===== src/hdl/clut_consts.vh =====
`ifndef CLUT_CONSTS_VH
`define CLUT_CONSTS_VH

// table and comparator counts
`define CLUT_NUM_TABLES 4
`define CLUT_NUM_COMPS 4
`define CLUT_IDX_W 2

// function-select control word codes
`define CLUT_FN_W 4
`define CLUT_FN_LOW 4'h0
`define CLUT_FN_AND 4'h1
`define CLUT_FN_A_ANDN_B 4'h2
`define CLUT_FN_A 4'h3
`define CLUT_FN_NA_AND_B 4'h4
`define CLUT_FN_B 4'h5
`define CLUT_FN_XOR 4'h6
`define CLUT_FN_OR 4'h7
`define CLUT_FN_NOR 4'h8
`define CLUT_FN_XNOR 4'h9
`define CLUT_FN_NOT_B 4'hA
`define CLUT_FN_A_ORN_B 4'hB
`define CLUT_FN_NOT_A 4'hC
`define CLUT_FN_NA_OR_B 4'hD
`define CLUT_FN_NAND 4'hE
`define CLUT_FN_HIGH 4'hF

// table configuration word layout: {sel_b, sel_a, function}
`define CLUT_CFG_W 8
`define CLUT_CFG_FN_LSB 0
`define CLUT_CFG_FN_MSB 3
`define CLUT_CFG_SELA_LSB 4
`define CLUT_CFG_SELA_MSB 5
`define CLUT_CFG_SELB_LSB 6
`define CLUT_CFG_SELB_MSB 7
`define CLUT_CFG_RESET 8'h00

// routing fabric: four destination classes of four channels each
`define CLUT_NUM_DEST 16
`define CLUT_DEST_PER_CLASS 4
`define CLUT_DEST_IDX_W 4
`define CLUT_ROUTE_W 3
`define CLUT_ROUTE_EN_BIT 2
`define CLUT_ROUTE_SRC_LSB 0
`define CLUT_ROUTE_SRC_MSB 1
`define CLUT_ROUTE_RESET 3'h0
`define CLUT_DEST_PDB_BASE 0
`define CLUT_DEST_DMA_BASE 4
`define CLUT_DEST_IO_BASE 8
`define CLUT_DEST_IRQ_BASE 12

`endif


===== src/hdl/clut_sync.v =====
`timescale 1ns/1ps
// two-stage synchroniser for the asynchronous comparator levels
module clut_sync
(
  // clock, reset, enable
  input wire clk_sys,
  input wire reset,
  input wire clk_en,
  // asynchronous levels in, synchronised levels out
  input wire [3:0] async_in,
  output reg [3:0] sync_out
);

  reg [3:0] meta;

  // first stage feeds only the second stage, never any logic
  always @(posedge clk_sys)
  begin
    if (reset)
    begin
      meta <= 4'h0;
      sync_out <= 4'h0;
    end
    else if (clk_en)
    begin
      meta <= async_in;
      sync_out <= meta;
    end
  end

endmodule // clut_sync


===== src/hdl/clut_table.v =====
`timescale 1ns/1ps
`include "clut_consts.vh"
// one two-input lookup table, purely combinational
module clut_table
(
  // function select word
  input wire [3:0] fn_word,
  // table inputs
  input wire in_a,
  input wire in_b,
  // table result
  output wire lut_out
);

  // decode the sixteen functions; written out so each code is visible
  function fn_eval;
    input [3:0] word;
    input a;
    input b;
    begin
      case (word)
        `CLUT_FN_LOW: fn_eval = 1'b0;
        `CLUT_FN_AND: fn_eval = a & b;
        `CLUT_FN_A_ANDN_B: fn_eval = a & ~b;
        `CLUT_FN_A: fn_eval = a;
        `CLUT_FN_NA_AND_B: fn_eval = ~a & b;
        `CLUT_FN_B: fn_eval = b;
        `CLUT_FN_XOR: fn_eval = a ^ b;
        `CLUT_FN_OR: fn_eval = a | b;
        `CLUT_FN_NOR: fn_eval = ~(a | b);
        `CLUT_FN_XNOR: fn_eval = ~(a ^ b);
        `CLUT_FN_NOT_B: fn_eval = ~b;
        `CLUT_FN_A_ORN_B: fn_eval = a | ~b;
        `CLUT_FN_NOT_A: fn_eval = ~a;
        `CLUT_FN_NA_OR_B: fn_eval = ~a | b;
        `CLUT_FN_NAND: fn_eval = ~(a & b);
        `CLUT_FN_HIGH: fn_eval = 1'b1;
        default: fn_eval = 1'b0;
      endcase
    end
  endfunction

  // no clock or pipeline stage inside the table
  assign lut_out = fn_eval(fn_word, in_a, in_b);

endmodule // clut_table


===== src/hdl/clut_top.v =====
`timescale 1ns/1ps
`include "clut_consts.vh"
// Functional notes
// - There are four lookup tables, each with its own function-select word.
// - Each table takes two one-bit inputs A and B and gives one one-bit output.
// - Each table input picks any comparator, so one or two comparators can drive it.
// - Every table output goes to the digital routing fabric.
// - The fabric can carry any table result to digital blocks, DMA, I/O and interrupts.
// - A written and stored control word sets the function each table applies.
// - Word 0011b passes A through and 1100b gives NOT A.
// - Word 0000b gives constant low and 1111b gives constant high.
// - Words 0001b, 0010b, 0100b give A AND B, A AND NOT B, NOT A AND B.
// - Word 0101b passes B through and 1010b gives NOT B.
// - Word 0110b gives A XOR B and 1001b gives A XNOR B.
// - Words 0111b, 1000b, 1110b give A OR B, A NOR B, A NAND B.
// - Word 1011b gives A OR NOT B and 1101b gives NOT A OR B.
// - Each comparator output can be routed to either table input to reach the fabric.
module clut_top
(
  // clock, reset, enable
  input wire clk_sys,
  input wire reset,
  input wire clk_en,
  // analog comparator outputs, asynchronous
  input wire [3:0] comp_in,
  // table configuration write port
  input wire cfg_wr,
  input wire [1:0] cfg_table,
  input wire [7:0] cfg_wdata,
  // routing configuration write port
  input wire route_wr,
  input wire [3:0] route_dest,
  input wire [2:0] route_wdata,
  // configuration readback
  input wire [1:0] rd_table,
  output reg [7:0] rd_cfg,
  // raw table results to the routing fabric
  output wire [3:0] lut_out,
  // routed destinations
  output reg [3:0] programmable_digital_block_in,
  output reg [3:0] dma_req,
  output reg [3:0] io_out,
  output reg [3:0] irq_req
);

  // configuration word of a table: [3:0] function, [5:4] comparator on A, [7:6] on B
  // both selects may name one comparator, and the table then sees A equal to B
  // route word of a destination: [2] enable, [1:0] table that drives it
  // destinations 0-3 feed digital blocks, 4-7 dma, 8-11 i/o, 12-15 interrupt requests
  // writes are level strobes: a strobe held high rewrites the word on each enabled edge
  // a table write and a route write may land on one edge; they touch separate words
  // reset clears every word: function 0000 holds each table low and every route is off
  // a comparator edge reaches lut_out after two enabled edges, routed outputs after three
  // routed outputs and the readback lag the stored words by one enabled edge
  // clk_en low freezes every flop unless reset is high, so lut_out and all outputs hold their levels

  // synchronised comparator levels; nothing else reads comp_in
  wire [3:0] comp_sync;
  // table inputs after comparator selection
  wire [3:0] lut_a;
  wire [3:0] lut_b;
  // stored control words, one per table, and one route word per destination
  reg [7:0] table_cfg [0:3];
  reg [2:0] route_cfg [0:15];
  // one-hot write enables decoded from the two write ports
  reg [3:0] table_we;
  reg [15:0] route_we;
  // next values of the registered outputs
  reg [3:0] next_programmable_digital_block_in;
  reg [3:0] next_dma_req;
  reg [3:0] next_io_out;
  reg [3:0] next_irq_req;
  reg [7:0] next_rd_cfg;
  // loop indices, one per process so that each has a single driver
  integer idx_tab;
  integer idx_dst;
  integer ch_pdb;
  integer ch_dma;
  integer ch_io;
  integer ch_irq;

  // pick one bit of four by index
  function pick4;
    input [3:0] vec;
    input [1:0] idx;
    begin
      pick4 = vec[idx];
    end
  endfunction

  // function-select field of a table configuration word
  function [3:0] cfg_fn;
    input [7:0] cfg;
    begin
      cfg_fn = cfg[`CLUT_CFG_FN_MSB:`CLUT_CFG_FN_LSB];
    end
  endfunction

  // comparator index feeding input A
  function [1:0] cfg_sel_a;
    input [7:0] cfg;
    begin
      cfg_sel_a = cfg[`CLUT_CFG_SELA_MSB:`CLUT_CFG_SELA_LSB];
    end
  endfunction

  // comparator index feeding input B
  function [1:0] cfg_sel_b;
    input [7:0] cfg;
    begin
      cfg_sel_b = cfg[`CLUT_CFG_SELB_MSB:`CLUT_CFG_SELB_LSB];
    end
  endfunction

  // one-hot table decode; all zero while no write is pending
  function [3:0] dec_table;
    input [1:0] idx;
    input en;
    begin
      dec_table = 4'h0;
      dec_table[idx] = en;
    end
  endfunction

  // one-hot destination decode; all zero while no write is pending
  function [15:0] dec_dest;
    input [3:0] idx;
    input en;
    begin
      dec_dest = 16'h0000;
      dec_dest[idx] = en;
    end
  endfunction

  // route a table result to a destination when that channel is enabled
  function route_bit;
    input [2:0] cfg;
    input [3:0] res;
    begin
      route_bit = cfg[`CLUT_ROUTE_EN_BIT] &
        pick4(res, cfg[`CLUT_ROUTE_SRC_MSB:`CLUT_ROUTE_SRC_LSB]);
    end
  endfunction

  // comparators are asynchronous to clk_sys, so two flops before any use
  clut_sync u_sync
  (
    .clk_sys(clk_sys),
    .reset(reset),
    .clk_en(clk_en),
    .async_in(comp_in),
    .sync_out(comp_sync)
  );

  // write decode; clk_en gates the store, so a write on a frozen edge is dropped
  always @*
  begin
    table_we = dec_table(cfg_table, cfg_wr);
    route_we = dec_dest(route_dest, route_wr);
  end

  // stored table words; a write lands on the next enabled edge
  always @(posedge clk_sys)
  begin
    if (reset)
    begin
      for (idx_tab = 0; idx_tab < `CLUT_NUM_TABLES; idx_tab = idx_tab + 1)
        table_cfg[idx_tab] <= `CLUT_CFG_RESET;
    end
    else if (clk_en)
    begin
      for (idx_tab = 0; idx_tab < `CLUT_NUM_TABLES; idx_tab = idx_tab + 1)
      begin
        if (table_we[idx_tab])
          table_cfg[idx_tab] <= cfg_wdata;
      end
    end
  end

  // stored route words; a disabled route drives its destination low
  always @(posedge clk_sys)
  begin
    if (reset)
    begin
      for (idx_dst = 0; idx_dst < `CLUT_NUM_DEST; idx_dst = idx_dst + 1)
        route_cfg[idx_dst] <= `CLUT_ROUTE_RESET;
    end
    else if (clk_en)
    begin
      for (idx_dst = 0; idx_dst < `CLUT_NUM_DEST; idx_dst = idx_dst + 1)
      begin
        if (route_we[idx_dst])
          route_cfg[idx_dst] <= route_wdata;
      end
    end
  end

  // four independent tables, each input selecting any comparator
  genvar g;
  generate
    for (g = 0; g < `CLUT_NUM_TABLES; g = g + 1)
    begin : g_table
      // a select only moves a level between comparators; the sync path stays in front
      assign lut_a[g] = pick4(comp_sync, cfg_sel_a(table_cfg[g]));
      assign lut_b[g] = pick4(comp_sync, cfg_sel_b(table_cfg[g]));
      clut_table u_table
      (
        .fn_word(cfg_fn(table_cfg[g])),
        .in_a(lut_a[g]),
        .in_b(lut_b[g]),
        .lut_out(lut_out[g])
      );
    end
  endgenerate

  // digital block channels
  always @*
  begin
    next_programmable_digital_block_in = 4'h0;
    for (ch_pdb = 0; ch_pdb < `CLUT_DEST_PER_CLASS; ch_pdb = ch_pdb + 1)
    begin
      next_programmable_digital_block_in[ch_pdb] =
        route_bit(route_cfg[`CLUT_DEST_PDB_BASE + ch_pdb], lut_out);
    end
  end

  // dma request channels
  always @*
  begin
    next_dma_req = 4'h0;
    for (ch_dma = 0; ch_dma < `CLUT_DEST_PER_CLASS; ch_dma = ch_dma + 1)
    begin
      next_dma_req[ch_dma] =
        route_bit(route_cfg[`CLUT_DEST_DMA_BASE + ch_dma], lut_out);
    end
  end

  // i/o channels
  always @*
  begin
    next_io_out = 4'h0;
    for (ch_io = 0; ch_io < `CLUT_DEST_PER_CLASS; ch_io = ch_io + 1)
    begin
      next_io_out[ch_io] =
        route_bit(route_cfg[`CLUT_DEST_IO_BASE + ch_io], lut_out);
    end
  end

  // interrupt request channels
  always @*
  begin
    next_irq_req = 4'h0;
    for (ch_irq = 0; ch_irq < `CLUT_DEST_PER_CLASS; ch_irq = ch_irq + 1)
    begin
      next_irq_req[ch_irq] =
        route_bit(route_cfg[`CLUT_DEST_IRQ_BASE + ch_irq], lut_out);
    end
  end

  // readback copy of the selected table word
  always @*
  begin
    next_rd_cfg = table_cfg[rd_table];
  end

  // digital block outputs registered so destinations see glitch-free levels
  always @(posedge clk_sys)
  begin
    if (reset)
      programmable_digital_block_in <= 4'h0;
    else if (clk_en)
      programmable_digital_block_in <= next_programmable_digital_block_in;
  end

  // dma requests are levels; the controller sees no pulse stretching here
  always @(posedge clk_sys)
  begin
    if (reset)
      dma_req <= 4'h0;
    else if (clk_en)
      dma_req <= next_dma_req;
  end

  // i/o levels, registered so a table glitch never reaches a pin
  always @(posedge clk_sys)
  begin
    if (reset)
      io_out <= 4'h0;
    else if (clk_en)
      io_out <= next_io_out;
  end

  // interrupt requests are levels; any edge detection sits in the controller
  always @(posedge clk_sys)
  begin
    if (reset)
      irq_req <= 4'h0;
    else if (clk_en)
      irq_req <= next_irq_req;
  end

  // readback register, one enabled edge behind the stored word
  always @(posedge clk_sys)
  begin
    if (reset)
      rd_cfg <= `CLUT_CFG_RESET;
    else if (clk_en)
      rd_cfg <= next_rd_cfg;
  end

endmodule // clut_top


===== config.mk =====
export PLATFORM = sky130hd
export DESIGN_NAME = clut_top
export DESIGN_NICKNAME = d
export VERILOG_FILES = /design/src/hdl/clut_sync.v /design/src/hdl/clut_table.v /design/src/hdl/clut_top.v
export VERILOG_INCLUDE_DIRS = /design/src /design/src/hdl
export SDC_FILE = /design/constraint.sdc
export NUM_CORES = 1
export LEC_CHECK = 0
export BUFFER_PORTS_ARGS = -buffer_cell sky130_fd_sc_hd__buf_2
export CAP_MARGIN = 20
export CORE_ASPECT_RATIO = 0.75
export CORE_MARGIN = 2
export CORE_UTILIZATION = 58
export DETAILED_ROUTE_END_ITERATION = 12
export PLACE_DENSITY = 0.78
export SYNTH_ARGS = -nofsm -noshare
export SYNTH_HDL_FRONTEND = slang
export SYNTH_HIERARCHICAL = 1
export SYNTH_SLANG_ARGS = --single-unit
export TNS_END_PERCENT = 1

===== constraint.sdc =====
create_clock -name clk_sys -period 4.3 [get_ports clk_sys]
set_clock_uncertainty 0.1 [all_clocks]
set_input_delay 0.86 -clock clk_sys [delete_from_list [all_inputs] [get_ports clk_sys]]
set_output_delay 0.86 -clock clk_sys [all_outputs]
set_load 0.02 [all_outputs]

==> metrics.txt, run 1 <==
status=finished clean; Hold Slack=around 0.37 ns; Syn Nets=around 470; most common cell after layout, fill and taps aside=edfxtp_1; area grow syn2layout=8.576%; diodes inserted=0; most frequent cells in the layout=80 x edfxtp_1, 62 x nor3_1, 55 x buf_2; HP Class=register to register; Synth Cell Area=between 0.005 and 0.006 mm^2; FF+latch count, synth=between 100 and 150; Synth Warn #=6; worst skew pair latency=0.35 ns; Pleak=0.002408 uW; FFs w/ async S/R, synth=0%; CP max FO=17; Worst Setup Start Kind=register; antenna-violating nets left=0; register area=roughly 0.003 mm^2; DR WL/cell=between 20 and 25 um; top_reg_cell synth=edfxtp_1; Arr. time, crit path=roughly 3.1 ns; GR Util All Layers=between 20% and 30%; die area=0.01104 mm^2; Rows=31; share of cells above drive strength 1=between 20% and 30%; Setup TNS=0 ns; Core Footprint=0.009813 mm^2; sequential element share of the synthesized area=between 50% and 60%; Slew Limit Headroom=51.57%; number of synthesized flops with an enable pin=80; Max-Cap Viols=0; worst slack, placed=roughly 0.62 ns; Worst Tran Pin Value=a little over 0.7 ns; first-pass GRT wire length=20150 um; Initial Util=60.36%; worst reg2reg startpoint=table_cfg[0][6]; CTS tree=done; fin area=about 0.0064 mm^2; Req. time, crit path=~3.3 ns; Slew Viols, Final=0; Post-Syn Area per Cell=13.81 um^2; Horiz. Die Dim=approximately 120 um; drt via density=approximately 6.4; largest net degree at the start of global routing=36; Setup Fix Bufs, Post-CTS=0; Setup-failing EPs final=0; Multi-input gate area=around 0.0025 mm^2; die height=~92 um; Final GP Congestion=approximately 0.87; PwrDens=about 370 mW/mm^2; CP Class=register to output port; root buffer cell=clkbuf_16; vias in the first global route=3753; clk slew on worst S/H paths=roughly 0.070 ns; Clock Path Buffers=2; Peak Freq=about 250 MHz; Crit. End Element=output port; crit path time final=around 4 ns; Clock Sinks=between 100 and 150; Hold Fails Final Rpt=0; GRT overflow=0; via count=approximately 3.8k; Cells after Synth=429; drc violations=0; Buffers on Ports=55; antenna violations before repair=0; # H-tree levels=3; worst setup margin=0.2353 ns; Nets=around 500; DP HPWL=about 9000 um; Ports=between 50 and 60; Critical Path Source=table_cfg[0][6]; CTS Hold Bufs=0; CTS Buf Count=9; Distinct cells, synth=30; Detailed Routing Iterations Pass 1=5; unrepaired setup endpoints after global routing=false; routed wire length=around 13000 um; initial DRC count=roughly 320; VDD IR max=~0.00023 V; Util after Layout=roughly two thirds; # resized after CTS=0; count of filler cells inserted in the layout=between 700 and 800; Post-Place Cell Area=around 0.0062 mm^2; Hold Startpoint=route_cfg[0][17]; Tcrit/Tclk final=a little over nine tenths
-- where the power goes --
group	total [uW]	internal (uW)	switching [uW]
Combinational	332	149	183
Sequential	1280	1230	48.3
Clock	780	399	381
-- worst max-delay path, cell delays in order, from the launching register on --
cell and delay [ns]:
edfxtp_1 0.39, mux4_2 0.59, inv_1 0.13, ha_1 0.26
mux4_2 0.46, mux4_2 0.66, buf_2 0.24
-- routing by layer --
metal | track usage, % | vias to the layer above | wire length, um
li1 | - | 1720 | -
met1 | 34.08 | 1905 | 5408
met2 | 37.71 | 171 | 6058
met3 | 7.035 | 20 | 1149
met4 | 5.911 | 0 | 159
met5 | 0 | - | 0
-- area by class of cell --
type / instances / share of cell area (%)
Multi-Input combinational cell: 246 / 39.34
Inverter: 32 / 1.868
Sequential cell: 112 / 47.32
Tap cell: 132 / 2.568
Clock buffer: 11 / 3.619
Timing Repair Buffer: 58 / 4.630
Clock inverter: 5 / 0.6615
-- final timing paths --
| path | endpoint | slack (ns) | cells past startpoint |
|---|---|---|---|
| min reg2reg | dma_req[1] | 0.37 | 1 |
| min | dma_req[1] | 0.37 | 1 |
| max reg2reg | io_out[2] | 0.72 | 7 |
| max | lut_out[0] | 0.24 | 6 |
-- cells by family after synthesis --
family | share of synthesized area [%]
AO/OA/AOI/OAI | 6.591
adder cells (fa/ha/maj) | 3.380
buffers and inverters | 5.957
flip-flops | 51.37
multiplexers | 20.74
AND/OR/NAND/NOR | 11.96
-- cells in the mapped netlist (all sizes together) (2+ instances only) --
library cell / number / area share, %
a21o: 9 / 1.1
a31o: 18 / 2.7
buf: 25 / 3.0
clkbuf: 14 / 0.89
dfxtp: 32 / 11
edfxtp: 80 / 41
ha: 16 / 3.4
inv: 32 / 2.0
mux2i: 20 / 3.4
mux4: 44 / 17
nand2: 5 / 0.32
nand2b: 5 / 0.53
nand3b: 4 / 0.51
nand4b: 3 / 0.91
nand4bb: 2 / 0.38
nor2: 8 / 0.51
nor2b: 3 / 0.32
nor3: 62 / 5.2
nor3b: 24 / 3.0
o21a: 4 / 0.59
o21bai: 16 / 2.0
-- sequential cells by signal, summed over array words and instances, names as in the netlist --
register	count
u_sync/sync_out	4
u_sync/meta	4
rd_cfg	8
dma_req	4
irq_req	4
programmable_digital_block_in	4
table_cfg	32
io_out	4
route_cfg	48
-- through the flow --
| step | instances | power, uW |
|---|---|---|
| 4_1_cts | 596 | 2399 |
| 5_1_grt | 596 | 2471 |
| 3_5_place_dp | 580 | 1629 |
| 3_3_place_gp | 580 | 1613 |
| 2_1_floorplan | 429 | 1537 |
| 6_report | 596 | 2387 |
Power figures use the tool's default switching activity.
==> run 2, diff against run 1 <==
CORE_UTILIZATION = 54   (was 58)
PLACE_DENSITY = 0.77   (was 0.78)
TNS_END_PERCENT = unset   (was 1)
clock period = 3.3 ns   (was 4.3 ns; I/O delays follow)
==> metrics.txt, run 2 (synthesis results as in run 1) <==
status=finished, violations left; violated checks=negative setup slack; CTS tree=done; Setup TNS=-2.192 ns (-2.192 ns); worst setup margin=-0.2418 ns (-0.4771 ns); DP HPWL=8806 um (-1.9%); root buffer cell=clkbuf_16; Arr. time, crit path=2.78 ns (-0.32 ns); most frequent cells in the layout=80 x edfxtp_1, 62 x nor3_1, 51 x buf_2; Worst Setup Start Kind=register; CP Class=register to output port; share of cells above drive strength 1=35.28% (+8.8 points); Pleak=0.002591 uW (+7.6%); CP max FO=2 (-15); Critical Path Source=table_cfg[1][6]; die area=0.01183 mm^2 (+7.1%); Slew Viols, Final=0 (unchanged); register name with the most flops=route_cfg; largest net degree at the start of global routing=32 (-11%); routed wire length=13120 um (+2.7%); Max-Cap Viols=0 (unchanged); worst slack, placed=-0.1709 ns (-0.7944 ns); Hold Startpoint=route_cfg[0][11]; crit path time final=between 3 and 4 ns; CTS Buf Count=9 (unchanged); Tcrit/Tclk final=107.3%; Req. time, crit path=2.54 ns (-0.80 ns); Rows=33 (+6.5%); Initial Util=54.75% (-5.6 points); Worst Tran Pin Value=0.7033 ns (-0.01910 ns); Top Registers=route_cfg x48, table_cfg x32, rd_cfg x8; Worst Hold Depth=1 (unchanged); Horiz. Die Dim=124.9 um (+3.5%); GRT overflow=0 (unchanged); Hold Fails Final Rpt=0 (unchanged); Core Footprint=0.01082 mm^2 (+10%); FF-to-FF End=irq_req[1]; Clock Path Buffers=2 (unchanged); antenna-violating nets left=0 (unchanged); crit-path cells=mux4_2 -> buf_4 -> ha_4 -> mux4_2 -> mux4_2 -> buf_6; initial DRC count=339 (+4.6%); Crit. End Element=output port; die height=94.70 um (+3.5%); Buffers on Ports=55 (unchanged); HP Class=register to register; GR Util All Layers=23.43% (-0.87 points); worst skew pair latency=0.35 ns (about the same); Peak Freq=about 280 MHz; DR WL/cell=20.63 um (-3.8%); most common cell after layout, fill and taps aside=edfxtp_1; Util after Layout=63.12% (-2.4 points); Ports=56 (unchanged); first-pass GRT wire length=20950 um (+4.0%); Crit path top cell by count=mux4_2; clk slew on worst S/H paths=0.08 ns (about the same); unrepaired setup endpoints after global routing=true; diodes inserted=0 (unchanged); Clock Sinks=112 (unchanged); Nets=535 (+6.4%); Non-Filler Instances=636 (+6.7%); via count=3935 (+3.1%); R2R setup slack=-0.14 ns (-0.86 ns); Setup-failing EPs final=20 (+20); Hold Path End=programmable_digital_block_in[3]; area grow syn2layout=15.27%; # H-tree levels=3 (unchanged); Final GP Congestion=0.9030 (+3.4%); count of filler cells inserted in the layout=827 (+11%); vias in the first global route=3909 (+4.2%); worst reg2reg startpoint=table_cfg[2][4]; worst-case reg-to-reg path depth=8 (+1); drt via density=6.187 (-3.4%); drc violations=0 (unchanged); max FFs per register=48 (unchanged); antenna violations before repair=0 (unchanged); CTS Hold Bufs=0 (unchanged); VDD IR max=0.0003068 V (+33%); Worst path slowest cell=mux4_2; Detailed Routing Iterations Pass 1=5 (unchanged); CP peak stage delay=0.57 ns (-0.09 ns); placed insts=600 (+3.4%); Slew Limit Headroom=52.85% (+1.3 points); PwrDens=466.5 mW/mm^2 (+26%)
-- run 2: changes by cell type in the layout (fill, tap and decap cells not counted), sizes merged --
cell	before	now
buf	58	90
clkbuf	11	10
clkinv	3	4
-- run 2: area by class of cell --
| class | count | area, um^2 | share of cell area (%) |
|---|---|---|---|
| repair buffers | 90 | 589.3 | 8.631 |
| well taps | 140 | 175.2 | 2.566 |
| multi-input cells | 246 | 2615 | 38.30 |
| inverters | 32 | 130.1 | 1.906 |
| clock buffers | 10 | 229.0 | 3.353 |
| flip-flops and latches | 112 | 3043 | 44.57 |
| clock inverters | 6 | 46.29 | 0.6780 |
-- run 2: worst max path at each step --
| stage | to | cells past startpoint |
|---|---|---|
| 6_report | lut_out[1] | 6 |
| 5_1_grt | lut_out[1] | 6 |
| 3_3_place_gp | irq_req[2] | 7 |
| 3_5_place_dp | irq_req[0] | 8 |
| 4_1_cts | lut_out[2] | 6 |
| 2_1_floorplan | dma_req[0] | 8 |
-- run 2: metrics by stage --
step / instance area, um^2 / hold slack [ns] / power (uW)
after floorplan: 5923 / 0.3423 / 2002
after global placement: 6256 / 0.3468 / 2111
after detailed placement: 6256 / 0.3558 / 2131
after CTS: 6760 / 0.3745 / 3184
after global routing: 6828 / 0.3803 / 3293
final: 6828 / 0.3717 / 3186
-- run 2: metal layers --
layer / routed length, um / global-route usage [%]
met1: 5763 / 31.40
met2: 6245 / 38.30
met3: 860 / 5.382
met4: 251 / 8.426
met5: 0 / 0
-- run 2: power by group --
part / internal (uW) / switching (uW) / leakage (uW)
clock network: 517 / 511 / 0.000131
logic: 241 / 255 / 0.00143
registers: 1600 / 62.9 / 0.00103
total: 2360 / 828 / 0.00259
-- run 2: critical path, delay by kind of cell, from the launching register on --
kind / cells / cell delay, ns
buf+inv: 2 / 0.33
flops: 1 / 0.40
fa+ha+maj: 1 / 0.15
mux: 3 / 1.54
-- run 2: timing repair --
action                                  in CTS  in global routing
pin swaps                                    3                  1
setup buffers                               17                  2
endpoints found under the setup margin      20                 20
endpoints found under the hold margin        0                  0
resized for setup                           32                  9
